==> src/verilog/bcm_cfg.svh <==
/*
 Constants of the buck measurement and sync clock control block:
 register offsets, field positions, reset values and timing counts.
 Assumes an 8-bit register port and a 200 MHz system clock.
*/
`ifndef BCM_CFG_SVH
`define BCM_CFG_SVH

`define BCM_CLK_MHZ 200
`define BCM_MEAS_TIME_US 50
`define BCM_MEAS_CYCLES (`BCM_MEAS_TIME_US * `BCM_CLK_MHZ)
`define BCM_TIMER_W 14

`define BCM_ADDR_SEL 8'h00
`define BCM_ADDR_LOAD_LO 8'h01
`define BCM_ADDR_LOAD_HI 8'h02
`define BCM_ADDR_INT 8'h03
`define BCM_ADDR_MASK 8'h04
`define BCM_ADDR_PLL 8'h05
`define BCM_ADDR_CONFIG 8'h06
`define BCM_ADDR_GPO 8'h07
`define BCM_ADDR_BUCK 8'h08
`define BCM_ADDR_STAT 8'h09

`define BCM_BIT_MEAS 0
`define BCM_BIT_SYNC 1
`define BCM_BIT_PLL_EN 6
`define BCM_BIT_SPREAD 0
`define BCM_BIT_SECOND_GENERAL_OUTPUT_MODE 4

`define BCM_FREQ_RST 5'h01
`define BCM_FREQ_MIN 5'h01
`define BCM_FREQ_MAX 5'h18
`define BCM_FAST_NUM 20'h0000b
`define BCM_SLOW_NUM 20'h00007
`define BCM_RATIO_DEN 20'h007d0
`define BCM_PERIOD_MAX 9'h1ff
`define BCM_GOOD_PERIODS 2'h3

`endif

==> src/verilog/bcm_pkg.sv <==
/*
 Types of the buck measurement and sync clock control block.
 Assumes bcm_cfg.svh supplies all numeric constants.
*/
package bcm_pkg;

   typedef enum logic [2:0] {
      MEAS_IDLE = 3'b001,
      MEAS_RUN = 3'b010,
      MEAS_DONE = 3'b100
   } bcm_meas_state_type;

   typedef struct packed {
      logic buck;
      logic [8:0] code;
   } bcm_result_type;

   typedef struct packed {
      logic en;
      logic [4:0] freq;
   } bcm_pll_type;

   typedef struct packed {
      logic second_general_output_mode;
      logic [1:0] od;
      logic [1:0] level;
   } bcm_gpo_type;

endpackage : bcm_pkg

==> src/verilog/bcm_clk_detect.sv <==
/*
 External sync clock detector: measures the period of the pin clock in
 system cycles and flags it valid inside the -30%/+10% window.
 Assumes the pin is asynchronous to clock_i and at most 24 MHz.
*/
`timescale 1ns/10ps
`include "bcm_cfg.svh"

module bcm_clk_detect
   import bcm_pkg::*;
(
   input wire logic clock_i,
   input wire logic rst_i,
   input wire logic enable_i,
   input wire logic sync_clock_in_i,
   input wire logic [4:0] freq_i,
   output logic valid_o
);

   logic meta_reg;
   logic sync_reg;
   logic last_reg;
   logic [8:0] period_reg;
   logic [1:0] good_reg;
   logic valid_reg;
   logic rise;
   logic [19:0] pf;
   logic ok;

   always_ff @(posedge clock_i) begin
      if (rst_i) begin
         meta_reg <= 1'b0;
         sync_reg <= 1'b0;
         last_reg <= 1'b0;
      end else begin
         meta_reg <= sync_clock_in_i;
         sync_reg <= meta_reg;
         last_reg <= sync_reg;
      end
   end

   assign rise = sync_reg & ~last_reg;
   assign pf = 20'(period_reg) * 20'(freq_i);
   // Period times frequency against the clock rate avoids a divider
   assign ok = (freq_i >= `BCM_FREQ_MIN) && (freq_i <= `BCM_FREQ_MAX)
      && (`BCM_FAST_NUM * pf >= `BCM_RATIO_DEN)
      && (`BCM_SLOW_NUM * pf <= `BCM_RATIO_DEN);

   always_ff @(posedge clock_i) begin
      if (rst_i || !enable_i || rise) begin
         period_reg <= 9'h001;
      end else if (period_reg != `BCM_PERIOD_MAX) begin
         period_reg <= period_reg + 9'h001;
      end
   end

   always_ff @(posedge clock_i) begin
      if (rst_i || !enable_i || period_reg == `BCM_PERIOD_MAX) begin
         good_reg <= 2'h0;
      end else if (rise) begin
         if (!ok) begin
            good_reg <= 2'h0;
         end else if (good_reg != `BCM_GOOD_PERIODS) begin
            good_reg <= good_reg + 2'h1;
         end
      end
   end

   // Several good periods in a row filter a single lucky edge
   always_ff @(posedge clock_i) begin
      if (rst_i) begin
         valid_reg <= 1'b0;
      end else begin
         valid_reg <= enable_i && good_reg == `BCM_GOOD_PERIODS
            && period_reg != `BCM_PERIOD_MAX;
      end
   end

   assign valid_o = valid_reg;

endmodule : bcm_clk_detect

==> src/verilog/bcm_top.sv <==
/*
 Digital control of a dual buck device: load current measurement,
 sync clock selection and detection, spread spectrum and PWM/PFM choice.
 Assumes a register master on clock_i, analog inputs already timed to
 clock_i except the load comparators and the sync clock pin.
*/
// The register addresses and the address-and-strobe port were left to the implementer.
// Contract
// - A select bit chooses which buck core is measured.
// - Every write to the selection register starts a new measurement.
// - The measured buck is held in PWM during measurement.
// - A measurement finishes within 50 us of its launch.
// - Measurement completion sets the measurement-done flag.
// - The measurement-done mask bit suppresses its interrupt request.
// - Result bits 7..0 in low register, bit 8 in high register.
// - Result code is 20 mA per LSB, all ones is 10.22 A.
// - Spreading acts only while the PLL is disabled.
// - One spread enable bit spreads both buck cores.
// - Clock source and sync interrupt follow PLL enable and clock validity.
// - PLL on runs detector, auto-selects valid clock, interrupts on changes. The code runs it only once standby_reg is set and second-output mode is off.
// - The sync-clock mask bit suppresses its interrupt request.
// - A 5-bit field sets nominal sync frequency 1 to 24 MHz.
// - Sync clock valid only within -30% to +10% of nominal.
// - PLL on and no clock at standby entry sets the sync flag.
// - PLL on and no clock at standby-to-active sets the sync flag.
// - The sync clock pin can serve as second general output.
// - Each general output is selectable open-drain or push-pull.
// - Without forced PWM, PWM at heavy load, PFM at light load.
// - Forced PWM keeps PWM at every load.
// - Forced PWM defaults come from configuration bits.
`timescale 1ns/10ps
`include "bcm_cfg.svh"

module bcm_top
   import bcm_pkg::*;
#(
   parameter int MEAS_CYCLES = `BCM_MEAS_CYCLES
)
(
   input wire logic clock_i,
   input wire logic rst_i,
   input wire logic [7:0] addr_i,
   input wire logic [7:0] wdata_i,
   input wire logic wr_i,
   input wire logic rd_i,
   output logic [7:0] rdata_o,
   input wire logic otp_load_i,
   input wire logic [1:0] otp_fpwm_i,
   input wire logic [1:0] buck_en_i,
   input wire logic [1:0] heavy_load_i,
   input wire logic [8:0] adc_code_i,
   input wire logic adc_done_i,
   input wire logic sync_clock_in_i,
   output logic meas_active_o,
   output logic meas_buck_o,
   output logic [1:0] buck_pwm_o,
   output logic pll_run_o,
   output logic clk_sel_ext_o,
   output logic spread_active_o,
   output logic irq_o,
   output logic [1:0] general_output_o,
   output logic [1:0] general_output_oe_o
);

   bcm_meas_state_type state_reg;
   bcm_result_type result_reg;
   bcm_pll_type pll_reg;
   bcm_gpo_type gpo_reg;
   logic [`BCM_TIMER_W-1:0] timer_reg;
   logic meas_sel_reg;
   logic meas_flag_reg;
   logic sync_flag_reg;
   logic meas_mask_reg;
   logic sync_mask_reg;
   logic spread_on_reg;
   logic [1:0] fpwm_reg;
   logic standby_reg;
   logic [1:0] buck_en_last_reg;
   logic valid_last_reg;
   logic [1:0] load_meta_reg;
   logic [1:0] load_sync_reg;
   logic [7:0] rdata_reg;
   logic [7:0] rdata_next;
   logic sel_write;
   logic finish;
   logic det_en;
   logic ext_valid;
   logic sync_set;
   logic meas_set;
   logic [1:0] drive_en;
   logic wr_int;
   logic wr_mask;
   logic wr_pll;
   logic wr_config;
   logic wr_gpo;
   logic wr_buck;
   logic clr_meas;
   logic clr_sync;
   logic sync_change;
   logic sync_boot;
   logic sync_start;
   logic meas_timeout;

   assign sel_write = wr_i && addr_i == `BCM_ADDR_SEL;
   assign wr_int = wr_i && addr_i == `BCM_ADDR_INT;
   assign wr_mask = wr_i && addr_i == `BCM_ADDR_MASK;
   assign wr_pll = wr_i && addr_i == `BCM_ADDR_PLL;
   assign wr_config = wr_i && addr_i == `BCM_ADDR_CONFIG;
   assign wr_gpo = wr_i && addr_i == `BCM_ADDR_GPO;
   assign wr_buck = wr_i && addr_i == `BCM_ADDR_BUCK;

   // Measurement sequence
   // Timeout bounds the sequence even if the converter never answers
   assign meas_timeout = timer_reg == `BCM_TIMER_W'(MEAS_CYCLES - 1);
   assign finish = state_reg == MEAS_RUN
      && (adc_done_i || meas_timeout);

   always_ff @(posedge clock_i) begin
      if (rst_i) begin
         state_reg <= MEAS_IDLE;
      end else if (sel_write) begin
         state_reg <= MEAS_RUN;
      end else begin
         unique case (state_reg)
            MEAS_IDLE: begin
               state_reg <= MEAS_IDLE;
            end
            MEAS_RUN: begin
               if (finish) begin
                  state_reg <= MEAS_DONE;
               end
            end
            MEAS_DONE: begin
               state_reg <= MEAS_IDLE;
            end
         endcase
      end
   end

   always_ff @(posedge clock_i) begin
      if (rst_i || sel_write) begin
         timer_reg <= '0;
      end else if (state_reg == MEAS_RUN) begin
         timer_reg <= timer_reg + `BCM_TIMER_W'(1);
      end
   end

   always_ff @(posedge clock_i) begin
      if (rst_i) begin
         meas_sel_reg <= 1'b0;
      end else if (sel_write) begin
         meas_sel_reg <= wdata_i[0];
      end
   end

   // Code is passed through unscaled at 20 mA per LSB
   always_ff @(posedge clock_i) begin
      if (rst_i) begin
         result_reg <= '0;
      end else if (finish) begin
         result_reg.buck <= meas_sel_reg;
         result_reg.code <= adc_code_i;
      end
   end

   assign meas_active_o = state_reg == MEAS_RUN;
   assign meas_buck_o = meas_sel_reg;
   assign meas_set = state_reg == MEAS_DONE;

   // Load comparators are analog, so synchronise them first
   always_ff @(posedge clock_i) begin
      if (rst_i) begin
         load_meta_reg <= 2'h0;
         load_sync_reg <= 2'h0;
      end else begin
         load_meta_reg <= heavy_load_i;
         load_sync_reg <= load_meta_reg;
      end
   end

   // Mode choice per core
   for (genvar b = 0; b < 2; b++) begin : g_mode
      assign buck_pwm_o[b] = fpwm_reg[b]
         || load_sync_reg[b]
         || (meas_active_o && meas_sel_reg == 1'(b));
   end

   // Device mode and sync clock
   always_ff @(posedge clock_i) begin
      if (rst_i) begin
         standby_reg <= 1'b0;
      end else if (otp_load_i) begin
         standby_reg <= 1'b1;
      end
   end

   assign det_en = pll_reg.en && standby_reg && !gpo_reg.second_general_output_mode;

   bcm_clk_detect u_detect (
      .clock_i(clock_i),
      .rst_i(rst_i),
      .enable_i(det_en),
      .sync_clock_in_i(sync_clock_in_i),
      .freq_i(pll_reg.freq),
      .valid_o(ext_valid)
   );

   always_ff @(posedge clock_i) begin
      if (rst_i) begin
         valid_last_reg <= 1'b0;
      end else begin
         valid_last_reg <= ext_valid;
      end
   end

   always_ff @(posedge clock_i) begin
      if (rst_i) begin
         buck_en_last_reg <= 2'h0;
      end else begin
         buck_en_last_reg <= buck_en_i;
      end
   end

   assign sync_change = det_en && ext_valid != valid_last_reg;
   assign sync_boot = otp_load_i && pll_reg.en && !ext_valid;
   assign sync_start = standby_reg && buck_en_last_reg == 2'h0 && buck_en_i != 2'h0
      && pll_reg.en && !ext_valid;
   assign sync_set = sync_change || sync_boot || sync_start;

   assign pll_run_o = det_en;
   // Valid lags the detector by a cycle, so gate it with the enable
   assign clk_sel_ext_o = det_en && ext_valid;
   assign spread_active_o = spread_on_reg && !pll_reg.en;

   assign clr_meas = wr_int && wdata_i[`BCM_BIT_MEAS];
   assign clr_sync = wr_int && wdata_i[`BCM_BIT_SYNC];

   // Flags: a set in the clearing cycle wins
   always_ff @(posedge clock_i) begin
      if (rst_i) begin
         meas_flag_reg <= 1'b0;
      end else begin
         meas_flag_reg <= meas_set || (meas_flag_reg && !clr_meas);
      end
   end

   always_ff @(posedge clock_i) begin
      if (rst_i) begin
         sync_flag_reg <= 1'b0;
      end else begin
         sync_flag_reg <= sync_set || (sync_flag_reg && !clr_sync);
      end
   end

   assign irq_o = (meas_flag_reg && !meas_mask_reg)
      || (sync_flag_reg && !sync_mask_reg);

   // Control registers
   always_ff @(posedge clock_i) begin
      if (rst_i) begin
         meas_mask_reg <= 1'b0;
         sync_mask_reg <= 1'b0;
      end else if (wr_mask) begin
         meas_mask_reg <= wdata_i[`BCM_BIT_MEAS];
         sync_mask_reg <= wdata_i[`BCM_BIT_SYNC];
      end
   end

   always_ff @(posedge clock_i) begin
      if (rst_i) begin
         pll_reg.en <= 1'b0;
         pll_reg.freq <= `BCM_FREQ_RST;
      end else if (wr_pll) begin
         pll_reg.en <= wdata_i[`BCM_BIT_PLL_EN];
         pll_reg.freq <= wdata_i[4:0];
      end
   end

   always_ff @(posedge clock_i) begin
      if (rst_i) begin
         spread_on_reg <= 1'b0;
      end else if (wr_config) begin
         spread_on_reg <= wdata_i[`BCM_BIT_SPREAD];
      end
   end

   always_ff @(posedge clock_i) begin
      if (rst_i) begin
         gpo_reg <= '0;
      end else if (wr_gpo) begin
         gpo_reg.second_general_output_mode <= wdata_i[`BCM_BIT_SECOND_GENERAL_OUTPUT_MODE];
         gpo_reg.od <= {wdata_i[3], wdata_i[1]};
         gpo_reg.level <= {wdata_i[2], wdata_i[0]};
      end
   end

   // Defaults are loaded when configuration loading completes
   always_ff @(posedge clock_i) begin
      if (rst_i) begin
         fpwm_reg <= 2'h0;
      end else if (otp_load_i) begin
         fpwm_reg <= otp_fpwm_i;
      end else if (wr_buck) begin
         fpwm_reg <= wdata_i[1:0];
      end
   end

   // General outputs; the second one only while the pin is released
   assign drive_en = {gpo_reg.second_general_output_mode, 1'b1};

   for (genvar g = 0; g < 2; g++) begin : g_out
      assign general_output_o[g] = gpo_reg.od[g] ? 1'b0 : gpo_reg.level[g];
      assign general_output_oe_o[g] = drive_en[g]
         && (!gpo_reg.od[g] || !gpo_reg.level[g]);
   end

   // Read port
   always_comb begin
      rdata_next = 8'h00;
      unique case (addr_i)
         `BCM_ADDR_SEL: rdata_next = {7'h00, meas_sel_reg};
         `BCM_ADDR_LOAD_LO: rdata_next = result_reg.code[7:0];
         `BCM_ADDR_LOAD_HI: rdata_next = {7'h00, result_reg.code[8]};
         `BCM_ADDR_INT: rdata_next = {6'h00, sync_flag_reg, meas_flag_reg};
         `BCM_ADDR_MASK: rdata_next = {6'h00, sync_mask_reg, meas_mask_reg};
         `BCM_ADDR_PLL: rdata_next = {1'b0, pll_reg.en, 1'b0, pll_reg.freq};
         `BCM_ADDR_CONFIG: rdata_next = {7'h00, spread_on_reg};
         `BCM_ADDR_GPO: rdata_next = {3'h0, gpo_reg.second_general_output_mode, gpo_reg.od[1],
            gpo_reg.level[1], gpo_reg.od[0], gpo_reg.level[0]};
         `BCM_ADDR_BUCK: rdata_next = {6'h00, fpwm_reg};
         `BCM_ADDR_STAT: rdata_next = {1'b0, result_reg.buck, buck_pwm_o,
            clk_sel_ext_o, ext_valid, standby_reg, meas_active_o};
         default: rdata_next = 8'h00;
      endcase
   end

   // Data stands only in the cycle after the read strobe
   always_ff @(posedge clock_i) begin
      if (rst_i || !rd_i) begin
         rdata_reg <= 8'h00;
      end else begin
         rdata_reg <= rdata_next;
      end
   end

   assign rdata_o = rdata_reg;

endmodule : bcm_top
==> config.mk <==
export PLATFORM = sky130hd
export DESIGN_NAME = bcm_top
export DESIGN_NICKNAME = d
export VERILOG_FILES = /design/src/verilog/bcm_pkg.sv /design/src/verilog/bcm_clk_detect.sv /design/src/verilog/bcm_top.sv
export VERILOG_INCLUDE_DIRS = /design/src /design/src/verilog
export SDC_FILE = /design/constraint.sdc
export NUM_CORES = 1
export LEC_CHECK = 0
export BUFFER_PORTS_ARGS = -buffer_cell sky130_fd_sc_hd__buf_2
export CAP_MARGIN = 15
export CORE_MARGIN = 4
export CORE_UTILIZATION = 50
export DETAILED_ROUTE_END_ITERATION = 8
export GPL_ROUTABILITY_DRIVEN = 0
export PLACE_DENSITY = 0.78
export SYNTH_ARGS = -nofsm -noshare
export SYNTH_HDL_FRONTEND = slang
export SYNTH_SLANG_ARGS = --single-unit
==> constraint.sdc <==
create_clock -name clock_i -period 6.9 [get_ports clock_i]
set_clock_uncertainty 0.1 [all_clocks]
set_input_delay 1.38 -clock clock_i [delete_from_list [all_inputs] [get_ports clock_i]]
set_output_delay 1.38 -clock clock_i [all_outputs]
set_load 0.005 [all_outputs]
==> results.yml <==
logic_synthesis:
  synth_warnings: 0
  ys_seq_elements: 77
  synthTopCellsByCount: "nor2_1 (91), inv_1 (84), dfxtp_1 (77), ha_1 (77), nand2_1 (59)"
  netlist_instances: 839
  synth-edff-count: 0
  ys_async_sr_fraction_pct: 0
  syn-num-nets: 996
  synthTopCellsByArea: "dfxtp_1 (22%), ha_1 (14%), fa_1 (12%)"
  ys.flop_type: "dfxtp_1"
  synth_most_common_cell: "nor2_1"
  yosysSeqAreaShare_pct: 21.66
  synth_area_um2: 7116
  yosys.area.top_type: "dfxtp_1"
  synth_cell_type_count: 78
  syn_area_per_cell_um2: 8.481
  yosysTopAreaCellShare_pct: 21.66
power_and_ir_drop:
  p_leak_nw: 3.892
  pwr_density_cell_nw_per_um2: 117.4
  total_power_w: 0.0009704
  vdd_ir_drop_max_uv: 169.4
floorplanning:
  die_width_um: 127.3
  num_rows: 43
  core_area_um2: 13930
  fp.dieH_um: 127.3
  ioPinCount: 58
  dieArea_um2: 16200
  initial_core_util_pct: 51.06
clocking:
  insertion_delay_ns: 0.33
  cts.root.buffer_cell: "clkbuf_16"
  clk_pin_slew_worst_paths_ns: 0.07
  ctsHoldBuffers: 0
  cts_buffers: 9
  cts_tree: "yes"
  cts.path.max_buffers: 2
  htree_levels: 3
  cts_sinks: 77
timing:
  layout_min_cycle_time_ns: 6.560
  tightest_slew_ns: 0.7948
  finalWorstSetupSlack_ns: 0.3401
  slew_violations: 0
  slew_headroom_pct: 46.63
  holdWs_ns: 0.3363
  maxClockFrequency_mhz: 152.4
  finalHoldViolCount: 0
  setup_viol: 0
  fin_crit_sh_pct: 95.07
outcome:
  run_status: "complete, no violations"
flow_run:
  cap_viol_max_count: 0
route:
  wirelength_mm: 14.99
  wl_per_cell_um: 13.65
  viasPerCell: 5.473
  num_vias: 6009
  ant_nets: 0
  remaining_drc_errors: 0
  drt_iter0_markers: 383
  drt-pass1-iter-count: 5
finish:
  layout.cells.non_filler: 1098
  multiInputGateArea_um2: 5316
  drive_gt1_share_pct: 17.10
  largest_reg_flops: 14
  synthToLayoutAreaGrowth_pct: 16.12
  regArea_um2: 1549
  diodes: 0
  fin_area_um2: 8263
  fill_cells: 1159
  fin_nets: 1070
setup_path:
  ff2ff_setup_slack_ns: 0.34
  slowest_delay_ns: 0.54
  reg2regPathDepth: 26
  cp.depth: 26
  crit_path_start_kind: "register"
  required_ns: 7.05
  critical_path.endpoint_type: "register"
  cpMostUsedCell: "fa_1"
  crit_fanout: 5
  worst_path_dominant_cell_family: "adder cells"
  critical-path-slowest-cell: "fa_1"
  critical_path_buf_inv_count: 5
  arrival_ns: 6.71
  critPathKind: "register to register"
placed_design:
  place_area_um2: 7730
  place.port_buffers: 55
  place_ws_ns: 0.06484
  place_hpwl_mm: 11.75
  dp.cells: 1080
global_route:
  groute.usage.overall_pct: 18.65
  grt_first_pass_wirelength_mm: 25.61
  grt_overflow_total: 0
  grt_pass1_vias: 5674
  grt_start_max_net_pins: 46
  antenna_found_initial: 0
hold_path:
  hold_path_depth: 1
  hp-class: "register to register"
[per-layer routing]
metal  wire length [µm]  up-vias  global-route usage (%)
met5                  0        -                       0
met4                222        0                   4.669
met3                714       20                   2.676
met2               7075      135                   31.03
met1               6973     2841                   25.61
li1                   -     3013                       -
[cell usage in the layout (no fill, tap or decap), drive strengths merged, types with 9 or more instances in the layout]
cell type and count:
o21ai 20, a21o 15, nand3 18, buf 90, dfxtp 77, xor2 22, ha 77, nor2 92
xnor2 25, inv 90, mux2i 36, and2 35, fa 42, nor2b 21, a21oi 44, clkbuf 10
nand4 9, nor3 17, nand2 59
[timing repair]
item	CTS	global route
buffers inserted	0	2
endpoints found under the setup margin	0	2
gates resized for setup	0	36
[stage by stage]
| stage | util, % | TNS, ns |
|---|---|---|
| final | 59.30 | 0 |
| after global routing | 59.30 | -0.1306 |
| after CTS | 57.63 | 0 |
| after detailed placement | 55.47 | 0 |
| after global placement | 55.47 | 0 |
| after floorplan | - | 0 |
[power by group]
part | internal, W | switching (W) | leakage [nW]
clock | 0.000284 | 0.000190 | 0.145
combinational | 0.0000174 | 0.0000256 | 3.12
sequential | 0.000450 | 0.00000321 | 0.626
[cell families after synthesis]
kind of cell | share of synthesized area, %
AO/OA/AOI/OAI | 14.42
adder cells (fa/ha/maj) | 25.36
XOR/XNOR | 5.891
buffers and inverters | 6.523
AND/OR/NAND/NOR | 20.93
flip-flops | 21.66
multiplexers | 5.222
[worst register-to-register path, stage by stage, from the launching register on]
cell and delay [ns]:
dfxtp_2 0.33, buf_4 0.15, and2_1 0.17, fa_1 0.50, fa_1 0.54, inv_1 0.05, fa_1 0.52, inv_1 0.06
ha_4 0.25, inv_1 0.05, o21bai_1 0.10, a2111oi_2 0.35, nor3_2 0.09, buf_4 0.17, a21o_1 0.21, a21oi_4 0.21
xnor2_4 0.16, fa_1 0.49, ha_4 0.25, xor2_1 0.16, a31oi_1 0.13, o21ai_0 0.10, o22a_2 0.23, or4_4 0.54
nor4_4 0.28, o211ai_1 0.12, a22oi_1 0.17
[cell type report]
cell class / instances / share of cell area (%)
multi-input combinational: 647 / 64.34
sequential: 77 / 18.75
timing repair buffer: 90 / 6.557
inverter: 88 / 3.998
clock buffer: 10 / 2.771
tap: 180 / 2.726
clock inverter: 6 / 0.8631
[final timing paths]
kind                                                   from                                 to
worst max-delay path                pll_reg[2]$_SDFFE_PP0P_  u_detect.good_reg[0]$_SDFFE_PP0P_
worst min-delay path            load_meta_reg[1]$_SDFF_PP0_        load_sync_reg[1]$_SDFF_PP0_
worst max register to register      pll_reg[2]$_SDFFE_PP0P_  u_detect.good_reg[0]$_SDFFE_PP0P_
worst min register to register  load_meta_reg[1]$_SDFF_PP0_        load_sync_reg[1]$_SDFF_PP0_
(Power assumes the default switching activity.)
